--- src/verilog/pc_irq_params.svh ---
`ifndef PC_IRQ_PARAMS_SVH
`define PC_IRQ_PARAMS_SVH

// ********************************************************************
// Register offsets
// ********************************************************************
`define EXCA_FUNC_SEL_OFS 8'h03
`define EXCA_FLAGS_OFS 8'h04
`define EXCA_MASK_OFS 8'h05
`define EXCA_GLOBAL_OFS 8'h1E
`define EXCA_SOCKET_BIT 6
`define CFG_SYSCTL_OFS 8'h80
`define CFG_MFROUTE_OFS 8'h8C
`define CFG_CARDCTL_OFS 8'h91
`define CFG_DEVCTL_OFS 8'h92
`define SKT_EVENT_OFS 8'h00
`define SKT_MASK_OFS 8'h04

// ********************************************************************
// Field positions
// ********************************************************************
`define FLAG_BATT_ONE 0
`define FLAG_CARD_STATUS_CHANGE_LINE 0
`define FLAG_BATT_TWO 1
`define FLAG_READY 2
`define FLAG_POWER 3
`define EVENT_CARD_STATUS_CHANGE_LINE 0
`define EVENT_DETECT_ONE 1
`define EVENT_DETECT_TWO 2
`define EVENT_POWER 3
`define GLOBAL_SIGNAL_MODE_BIT 1
`define GLOBAL_CLEAR_METHOD_BIT 2
`define SYSCTL_TIE_BIT 29
`define DEVCTL_SCHEME_HI 2
`define DEVCTL_SCHEME_LO 1
`define DEVCTL_SCHEME_PARALLEL 2'h2
`define CARDCTL_FUNC_BIT 0
`define MF_FIELD_W 4
`define MF_COUNT 7
`define MF_CODE_PCI_INT 4'h2
`define MF_CODE_FIRST_IRQ 4'h3
`define PIN_PER_SOCKET 5

// ********************************************************************
// Reset values
// ********************************************************************
`define RESET_BYTE 8'h00
`define RESET_NIBBLE 4'h0
`define RESET_ROUTE 28'h0000000

`endif

--- src/verilog/pc_irq_pkg.sv ---
package pc_irq_pkg;

  // ******************************************************************
  // Register spaces
  // ******************************************************************
  typedef enum logic [1:0] {
    space_config,
    space_exca,
    space_socket
  } reg_space_type;

endpackage : pc_irq_pkg

--- src/verilog/pin_watch.sv ---
`timescale 1ns/1ps
module pin_watch #(
  parameter int W = 1
) (
  // Clock and reset
  input wire logic clk,
  input wire logic nrst,
  // Raw pins
  input wire logic [W-1:0] pin,
  // Synchronised view
  output logic [W-1:0] level,
  output logic [W-1:0] rise,
  output logic [W-1:0] toggle
);

  logic [W-1:0] sync1_q;
  logic [W-1:0] sync2_q;
  logic [W-1:0] last_q;

  // The first stage feeds only the second, so metastability stays put.
  always_ff @(posedge clk or negedge nrst) begin
    if (!nrst) begin
      sync1_q <= '0;
      sync2_q <= '0;
      last_q <= '0;
    end else begin
      sync1_q <= pin;
      sync2_q <= sync1_q;
      last_q <= sync2_q;
    end
  end

  assign level = sync2_q;
  assign rise = sync2_q & ~last_q;
  assign toggle = sync2_q ^ last_q;

endmodule : pin_watch

--- src/verilog/flag_bank.sv ---
`timescale 1ns/1ps
module flag_bank #(
  parameter int W = 4
) (
  // Clock and reset
  input wire logic clk,
  input wire logic nrst,
  // Events and clears
  input wire logic [W-1:0] set,
  input wire logic [W-1:0] clear,
  // Sticky flags
  output logic [W-1:0] flags
);

  logic [W-1:0] flags_q;
  logic [W-1:0] flags_d;

  // A set in the clearing cycle wins, so no event is ever lost.
  assign flags_d = set | (flags_q & ~clear);

  always_ff @(posedge clk or negedge nrst) begin
    if (!nrst) begin
      flags_q <= '0;
    end else begin
      flags_q <= flags_d;
    end
  end

  assign flags = flags_q;

endmodule : flag_bank

--- src/verilog/pc_card_irq.sv ---
`timescale 1ns/1ps
`include "pc_irq_params.svh"

module pc_card_irq (
  // Clock and reset
  input wire logic clk,
  input wire logic nrst,
  // Register access port
  input wire pc_irq_pkg::reg_space_type reg_space,
  input wire logic reg_func,
  input wire logic [7:0] reg_addr,
  input wire logic reg_wr,
  input wire logic reg_rd,
  input wire logic [31:0] reg_wdata,
  output logic [31:0] reg_rdata,
  output logic reg_rvalid,
  // Socket pins, one bit per socket, active high
  input wire logic [1:0] battery_detect_one,
  input wire logic [1:0] battery_detect_two,
  input wire logic [1:0] io_card_request_line,
  input wire logic [1:0] card_detect_one,
  input wire logic [1:0] card_detect_two,
  // Card state from socket control logic
  input wire logic [1:0] memory_card,
  input wire logic [1:0] cardbus_card,
  input wire logic [1:0] power_up_done,
  // Multifunction terminals
  output logic [6:0] multifunction_terminals_out,
  output logic [6:0] multifunction_terminals_oe
);

  // ******************************************************************
  // Pin synchronisers
  // ******************************************************************
  logic [9:0] pin_raw, pin_level, pin_rise, pin_toggle;
  assign pin_raw = {card_detect_two[1], card_detect_one[1],
                    io_card_request_line[1], battery_detect_two[1],
                    battery_detect_one[1], card_detect_two[0],
                    card_detect_one[0], io_card_request_line[0],
                    battery_detect_two[0], battery_detect_one[0]};

  pin_watch #(.W(10)) u_pins (
    .clk(clk), .nrst(nrst), .pin(pin_raw),
    .level(pin_level), .rise(pin_rise), .toggle(pin_toggle)
  );

  // ******************************************************************
  // Register decode
  // ******************************************************************
  logic exca_hit, cfg_hit, skt_hit, exca_sock, parallel_mode;
  logic [7:0] exca_ofs;

  assign exca_hit = reg_space == pc_irq_pkg::space_exca;
  assign cfg_hit = reg_space == pc_irq_pkg::space_config;
  assign skt_hit = reg_space == pc_irq_pkg::space_socket;
  // The second socket's copy sits 40h higher.
  assign exca_sock = reg_addr[`EXCA_SOCKET_BIT];
  assign exca_ofs = {reg_addr[7], 1'b0, reg_addr[5:0]};

  logic [7:0] exca_mask_q [2], exca_fsel_q [2], exca_global_q [2];
  logic [3:0] cb_mask_q [2], exca_flags [2], cb_flags [2];
  logic [3:0] exca_set [2], cb_set [2], csc_sel [2], func_sel [2];
  logic [1:0] func_req, csc_req, csc_out, csc_prev_q, pci_req;
  logic [27:0] mf_route_q;
  logic [7:0] devctl_q;
  logic tie_q;

  // ******************************************************************
  // Per-socket event logic
  // ******************************************************************
  for (genvar s = 0; s < 2; s++) begin : g_sock
    localparam int P = s * `PIN_PER_SOCKET;
    logic is_io, hit_mine, flags_rd, flags_wr, edge_mode;
    logic [3:0] exca_clr, cb_clr;
    assign is_io = !memory_card[s] && !cardbus_card[s];
    assign hit_mine = exca_hit && (exca_sock == 1'(s));
    assign flags_rd = reg_rd && hit_mine && exca_ofs == `EXCA_FLAGS_OFS;
    assign flags_wr = reg_wr && hit_mine && exca_ofs == `EXCA_FLAGS_OFS;

    // Detected events sort into status-change sources only.
    assign exca_set[s][`FLAG_BATT_ONE] =
      (memory_card[s] && pin_toggle[P])
      || (is_io && pin_rise[P]);
    assign exca_set[s][`FLAG_BATT_TWO] =
      memory_card[s] && pin_toggle[P+1];
    assign exca_set[s][`FLAG_READY] =
      memory_card[s] && pin_toggle[P+2];
    assign exca_set[s][`FLAG_POWER] =
      !cardbus_card[s] && power_up_done[s];
    assign cb_set[s][`EVENT_CARD_STATUS_CHANGE_LINE] =
      cardbus_card[s] && pin_rise[P];
    assign cb_set[s][`EVENT_DETECT_ONE] = pin_toggle[P+3];
    assign cb_set[s][`EVENT_DETECT_TWO] = pin_toggle[P+4];
    assign cb_set[s][`EVENT_POWER] =
      cardbus_card[s] && power_up_done[s];

    // The shared request line is a functional source for I/O and
    // CardBus cards only, and no mask can stop it.
    assign func_req[s] = (is_io || cardbus_card[s])
                         && pin_level[P+2];

    // Read-clear is the reset default of the method bit.
    assign exca_clr =
      exca_global_q[s][`GLOBAL_CLEAR_METHOD_BIT]
      ? (flags_wr ? reg_wdata[3:0] : 4'h0)
      : (flags_rd ? 4'hF : 4'h0);
    assign cb_clr = (reg_wr && skt_hit && reg_func == 1'(s)
                     && reg_addr == `SKT_EVENT_OFS)
                    ? reg_wdata[3:0] : 4'h0;

    flag_bank #(.W(4)) u_exca_flags (
      .clk(clk), .nrst(nrst), .clear(exca_clr), .flags(exca_flags[s]),
      .set(exca_set[s] & exca_mask_q[s][3:0])
    );
    flag_bank #(.W(4)) u_cb_flags (
      .clk(clk), .nrst(nrst), .clear(cb_clr), .flags(cb_flags[s]),
      .set(cb_set[s] & cb_mask_q[s])
    );

    assign csc_req[s] = |(exca_flags[s] & exca_mask_q[s][3:0])
                        || |(cb_flags[s] & cb_mask_q[s]);
    assign edge_mode = exca_global_q[s][`GLOBAL_SIGNAL_MODE_BIT];
    // Edge mode gives one pulse per new pending state.
    assign csc_out[s] = edge_mode
                        ? csc_req[s] && !csc_prev_q[s]
                        : csc_req[s];
    assign csc_sel[s] = exca_mask_q[s][7:4];
    assign func_sel[s] = exca_fsel_q[s][3:0];
    // Selector zero sends a class to the socket's PCI interrupt.
    assign pci_req[s] = (csc_sel[s] == 4'h0 && csc_out[s])
                        || (func_sel[s] == 4'h0 && func_req[s]);

    always_ff @(posedge clk or negedge nrst) begin
      if (!nrst) begin
        exca_mask_q[s] <= `RESET_BYTE;
        exca_fsel_q[s] <= `RESET_BYTE;
        exca_global_q[s] <= `RESET_BYTE;
        cb_mask_q[s] <= `RESET_NIBBLE;
        csc_prev_q[s] <= 1'b0;
      end else begin
        csc_prev_q[s] <= csc_req[s];
        if (reg_wr && hit_mine && exca_ofs == `EXCA_MASK_OFS) begin
          exca_mask_q[s] <= reg_wdata[7:0];
        end
        if (reg_wr && hit_mine && exca_ofs == `EXCA_FUNC_SEL_OFS) begin
          exca_fsel_q[s] <= reg_wdata[7:0];
        end
        if (reg_wr && hit_mine && exca_ofs == `EXCA_GLOBAL_OFS) begin
          exca_global_q[s] <= reg_wdata[7:0];
        end
        if (reg_wr && skt_hit && reg_func == 1'(s)
            && reg_addr == `SKT_MASK_OFS) begin
          cb_mask_q[s] <= reg_wdata[3:0];
        end
      end
    end
  end

  // ******************************************************************
  // Shared configuration registers
  // ******************************************************************
  logic cfg_wr;

  assign cfg_wr = reg_wr && cfg_hit;

  // Either function writes the one routing register.
  always_ff @(posedge clk or negedge nrst) begin
    if (!nrst) begin
      tie_q <= 1'b0;
      mf_route_q <= `RESET_ROUTE;
      devctl_q <= `RESET_BYTE;
    end else begin
      if (cfg_wr && reg_addr == `CFG_SYSCTL_OFS) begin
        tie_q <= reg_wdata[`SYSCTL_TIE_BIT];
      end
      if (cfg_wr && reg_addr == `CFG_MFROUTE_OFS) begin
        mf_route_q <= reg_wdata[27:0];
      end
      if (cfg_wr && reg_addr == `CFG_DEVCTL_OFS) begin
        devctl_q <= reg_wdata[7:0];
      end
    end
  end

  // ******************************************************************
  // Read path
  // ******************************************************************
  logic [7:0] exca_rd;
  logic [31:0] cfg_rd, skt_rd, rd_d, reg_rdata_q;
  logic reg_rvalid_q;
  assign exca_rd =
    exca_ofs == `EXCA_FLAGS_OFS ? {4'h0, exca_flags[exca_sock]}
    : exca_ofs == `EXCA_MASK_OFS ? exca_mask_q[exca_sock]
    : exca_ofs == `EXCA_FUNC_SEL_OFS ? exca_fsel_q[exca_sock]
    : exca_ofs == `EXCA_GLOBAL_OFS ? exca_global_q[exca_sock]
    : 8'h00;
  assign cfg_rd =
    reg_addr == `CFG_SYSCTL_OFS ? {2'h0, tie_q, 29'h0}
    : reg_addr == `CFG_MFROUTE_OFS ? {4'h0, mf_route_q}
    : reg_addr == `CFG_CARDCTL_OFS ? {31'h0, func_req[reg_func]}
    : reg_addr == `CFG_DEVCTL_OFS ? {24'h0, devctl_q}
    : 32'h0;
  assign skt_rd =
    reg_addr == `SKT_EVENT_OFS ? {28'h0, cb_flags[reg_func]}
    : reg_addr == `SKT_MASK_OFS ? {28'h0, cb_mask_q[reg_func]}
    : 32'h0;
  assign rd_d = exca_hit ? {24'h0, exca_rd}
                : cfg_hit ? cfg_rd
                : skt_hit ? skt_rd
                : 32'h0;

  always_ff @(posedge clk or negedge nrst) begin
    if (!nrst) begin
      reg_rdata_q <= 32'h0;
      reg_rvalid_q <= 1'b0;
    end else begin
      reg_rvalid_q <= reg_rd;
      if (reg_rd) begin
        reg_rdata_q <= rd_d;
      end
    end
  end

  assign reg_rdata = reg_rdata_q;
  assign reg_rvalid = reg_rvalid_q;

  // ******************************************************************
  // Interrupt routing to the terminals
  // ******************************************************************
  logic inta_req, intb_req;
  logic [15:0] irq_vec;
  logic [6:0] mf_out_d, mf_oe_d, mf_out_q, mf_oe_q;
  assign inta_req = pci_req[0] || (tie_q && pci_req[1]);
  assign intb_req = pci_req[1] && !tie_q;
  assign parallel_mode = devctl_q[`DEVCTL_SCHEME_HI:`DEVCTL_SCHEME_LO]
                         == `DEVCTL_SCHEME_PARALLEL;

  for (genvar k = 0; k < 16; k++) begin : g_irq
    assign irq_vec[k] =
      (csc_out[0] && csc_sel[0] == 4'(k))
      || (csc_out[1] && csc_sel[1] == 4'(k))
      || (func_req[0] && func_sel[0] == 4'(k))
      || (func_req[1] && func_sel[1] == 4'(k));
  end

  for (genvar t = 0; t < `MF_COUNT; t++) begin : g_term
    logic [3:0] field;
    logic is_int, is_irq;
    assign field = mf_route_q[t*`MF_FIELD_W +: `MF_FIELD_W];
    assign is_int = t < 2 && field == `MF_CODE_PCI_INT;
    assign is_irq = parallel_mode
                    && field >= `MF_CODE_FIRST_IRQ;
    // PCI interrupts are open drain: drive low only when asserted.
    // Legacy IRQs are driven high-true levels, as the controller
    // expects on its edge or level inputs.
    assign mf_oe_d[t] = is_int
                        ? (t == 0 ? inta_req : intb_req)
                        : is_irq;
    assign mf_out_d[t] = !is_int && is_irq
                         && irq_vec[field];
  end

  always_ff @(posedge clk or negedge nrst) begin
    if (!nrst) begin
      mf_out_q <= 7'h00;
      mf_oe_q <= 7'h00;
    end else begin
      mf_out_q <= mf_out_d;
      mf_oe_q <= mf_oe_d;
    end
  end

  assign multifunction_terminals_out = mf_out_q;
  assign multifunction_terminals_oe = mf_oe_q;
endmodule : pc_card_irq

--- config.mk ---
export PLATFORM = sky130hd
export DESIGN_NAME = pc_card_irq
export DESIGN_NICKNAME = d
export VERILOG_FILES = /design/src/verilog/pc_irq_pkg.sv /design/src/verilog/pin_watch.sv /design/src/verilog/flag_bank.sv /design/src/verilog/pc_card_irq.sv
export VERILOG_INCLUDE_DIRS = /design/src /design/src/verilog
export SDC_FILE = /design/constraint.sdc
export NUM_CORES = 1
export LEC_CHECK = 0
export ABC_AREA = 1
export ABC_CLOCK_PERIOD_IN_PS = 2400
export CAP_MARGIN = 20
export CORE_MARGIN = 2
export CORE_UTILIZATION = 38
export DETAILED_ROUTE_END_ITERATION = 6
export DONT_BUFFER_PORTS = 1
export HOLD_SLACK_MARGIN = 0.06
export PLACE_DENSITY = 0.54
export SETUP_SLACK_MARGIN = 0.3
export SLEW_MARGIN = 20
export SYNTH_ARGS = -nofsm -noshare
export SYNTH_HDL_FRONTEND = slang
export SYNTH_SLANG_ARGS = --single-unit
--- constraint.sdc ---
create_clock -name clk -period 2.4 [get_ports clk]
set_clock_uncertainty 0.1 [all_clocks]
set_input_delay 0.48 -clock clk [delete_from_list [all_inputs] [get_ports clk]]
set_output_delay 0.48 -clock clk [all_outputs]
set_load 0.05 [all_outputs]
==> summary.md <==
| Metric | Value |
|---|---|
| Synth area leader | dfrtp_1 |
| Pwr Density | approximately 570 mW/mm^2 |
| Fin crit share | roughly 84% |
| Initial Util | between 30% and 40% |
| Final Hold Fails | approximately 190 |
| Slew @ Worst Pin | roughly 0.69 ns |
| Worst min path class | in -> async |
| Post-synthesis cell area | 0.00990 sq mm |
| Core Rows | 59 |
| Net Sw Frac | 27.1% |
| DRT iter0 DRCs | 765 |
| Required time of the critical path | roughly 2.6 ns |
| Top FF cell, synth | dfrtp_1 |
| Cells after Synth | roughly 1400 |
| Setup tns final | 0 ns |
| Via Count | ~9400 |
| Worst stage delay on the critical path | between 0.4 and 0.5 ns |
| Final hold slack | -0.377 ns |
| Largest net degree at the start of global routing | ~190 |
| Dpl ws | roughly 0.17 ns |
| Worst-path cell chain | nand2_1, nand2_1, nor2_4, buf_12, nand2_8, nand4_1, buf_6, nand4_1, nand2_1, clkinv_1, nand2_1, nand2_1, nand3_1, nor2_1 |
| Static Leak | about 0.0054 uW |
| DR vias/cell | approximately 5.4 |
| Post-DP HPWL | 21.7 mm |
| Post-DRT Antenna Nets | 0 |
| Post-synth EDFFs | 0 |
| Failing checks | hold timing |
| Wire length per cell | ~18 microns |
| Clock Power Share | 44.6% |
| Synth top area share | 46.8% |
| Syn. warnings | 0 |
| Share of layout cells above drive strength 1 | 11.3% |
| Startpoint Class | flop |
| Nets | approximately 1500 |
| Congestion Overflow GR | 0 |
| Synth top area cells | dfrtp_1, nand2_1, nor2_1 |
| Slowest CP cell | dfrtp_1 |
| Slew headroom | around 54% |
| Peak VDD IR | 0.000432 V |
| Seq pwr share | between 40% and 50% |
| DRC | 0 |
| Comb pwr share | 5.8% |
| Asr flop ratio synth | 100% |
| Top cell by count, worst path | nand2_1 |
| # IOs | 110 |
| Top delay family on crit path | simple AND/OR/NAND/NOR gates |
| Crit end category | flop |
| Internal power | approximately 4800 uW |
| WS Path Type | reg -> reg |
| PortBufs | 0 |
| Tmin final | around 2 ns |
| Die H | between 150 and 200 microns |
| Tot GR Track Use | 22.8% |
| Status | finished, violations left |
| Max Cap Viol | 0 |
| CP arrival | between 2 and 2.5 ns |
| Unique masters post-synth | 43 |
| Reg-to-Reg Start | cb_mask_q[2]$_DFFE_PN0P_ |
| Clk root buf | clkbuf_16 |
| Clk sinks | roughly 190 |
| Cts hold-fix bufs | 13 |
| Ant diodes | 0 |
| Sw power | 1790 uW |
| Core Footprint | between 0.02 and 0.03 sq mm |
| Buf/Inv on CP | 3 |
| Commonest non-fill, non-tap cell in the layout | nand2_1 |
| Clk Latency, worst-skew pair | roughly 0.44 ns |
| Final RePlAce weighted congestion | approximately 0.93 |
| Vias in the first global route | 8596 |
| Initial antenna violation count | 0 |
| First-pass GRT wire length | ~48 mm |
| Syn_area_per_cell | roughly 7.3 sq um |
| Clk pin slew, worst setup/hold paths | 0.08 ns |
| Num CTS Buffers | 17 |
| RSZ-0062 raised after global routing | yes |
| Critical path fanouts, max | 8 |
| Final WS setup | ~0.39 ns |
| Commonest cells after routing, fill and taps aside | nand2_1, dfrtp_1, nor2_1 |
| Final setup fails | 0 |
| Final Slew Violations | 0 |
| Crit path launch | cb_mask_q[2]$_DFFE_PN0P_ |
| CTS tree | built |
| Die area | approximately 0.027 sq mm |
| Area delta synth->final | 16.8% |
| DIE WIDTH | between 150 and 200 microns |
| H-tree depth | 4 |
| Routed wire length | around 31 mm |
| Drt first pass iters | 6 |
| Fmax | about 0.5 GHz |
| Post-synthesis sequential area ratio | a little under half |
| Clock buffer depth | 2 |
| Register bit count reported by yosys | 185 |
| Fillcell total | roughly 2600 |
kinds of logic after synthesis:
logic type               Yosys count  synth area share, %
AND/OR/NAND/NOR                  764                 33.0
adder cells (fa/ha/maj)            2                0.253
buffers and inverters            173                 7.03
multiplexers                       6                0.607
flip-flops                       185                 46.8
AO/OA/AOI/OAI                    222                 12.3
other                              1               0.0379
synthesized netlist by cell type (3+ instances only):
cell and n:
nand2_2 5, mux2i_1 6, or2_2 5, nor3_2 3, clkbuf_1 16, inv_2 22, o311ai_1 4, o31ai_1 3
o211ai_1 16, o21ai_0 58, dfrtp_1 185, nor3_1 10, a21oi_1 51, buf_4 7, nand4_1 68, nor2_2 3
buf_2 16, o21ai_1 76, nand3_1 80, nor2_1 179, inv_1 103, clkinv_1 9, nand2_1 404
state kept, by name (all words and copies together) (netlist names):
signal and count:
multifunction_terminals_oe 7, tie_q 1, reg_rvalid 1, exca_global_q 16
devctl_q 8, csc_sel 8, exca_fsel_q 16, u_pins.level 10
g_sock.u_exca_flags.flags 8, exca_mask_q 8, g_sock.u_cb_flags.flags 8, u_pins.last_q 10
reg_rdata 29, csc_prev_q 2, u_pins.sync1_q 10, cb_mask_q 8
mf_route_q 28, multifunction_terminals_out 7
timing repair:
item,4_1_cts,5_1_grt
hold endpoints to repair,199,185
endpoints found under the setup margin,7,7
pin swaps,0,18
setup buffers,0,16
gates resized for setup,6,43
cloned,0,3
per-layer routing:
| metal | up-vias | global-route usage (%) | wire (microns) |
|---|---|---|---|
| met4 | 0 | 5.68 | 497 |
| li1 | 4545 | - | - |
| met1 | 4495 | 33.9 | 14600 |
| met2 | 303 | 34.4 | 14200 |
| met3 | 34 | 4.17 | 1960 |
| met5 | - | 0 | 0 |
layout make-up:
cell class | count | area (sq um) | area share [%]
Inverter | 134 | 503 | 4.35
Multi-Input combinational cell | 1000 | 4810 | 41.6
Sequential cell | 185 | 4630 | 40.0
Clock inverter | 14 | 179 | 1.55
Tap cell | 335 | 419 | 3.62
Timing Repair Buffer | 63 | 591 | 5.11
Clock buffer | 18 | 429 | 3.71
power by group through the flow:
stage / Combinational [uW] / Clock [uW] / Sequential, uW
5_1_grt: 422 / 3130 / 3290
2_1_floorplan: 250 / 0 / 3320
4_1_cts: 349 / 3000 / 3280
3_3_place_gp: 324 / 0 / 3340
3_5_place_dp: 328 / 0 / 3340
6_report: 382 / 2950 / 3280
stage by stage:
stage               power, uW  instances  hold WS (ns)  utilization (%)  cell area, sq um
floorplan                3570       1355        0.0844                -              9910
global placement         3660       1685        0.0892             40.3             10400
detailed placement       3660       1685        0.0888             40.3             10400
CTS                      6620       1730        -0.388             43.2             11200
global route             6830       1749        -0.393             44.8             11600
finish                   6600       1749        -0.377             44.8             11600
path summary, 6_finish.rpt:
kind / end / slack (ns) / depth (start not counted)
worst max-delay path: multifunction_terminals_out[1]$_DFF_PN0_ / 0.39 / 14
worst min-delay path: u_pins.sync1_q[1]$_DFF_PN0_ / -0.38 / 0
worst max register to register: multifunction_terminals_out[1]$_DFF_PN0_ / 0.39 / 14
worst min register to register: u_pins.level[9]$_DFF_PN0_ / 0.25 / 0
max in group asynchronous: reg_rdata[15]$_DFFE_PN0P_ / 2.33 / 0
min in group clk: g_sock[1].u_cb_flags.flags[3]$_DFF_PN0_ / 0.07 / 2
(Power assumes the default switching activity.)
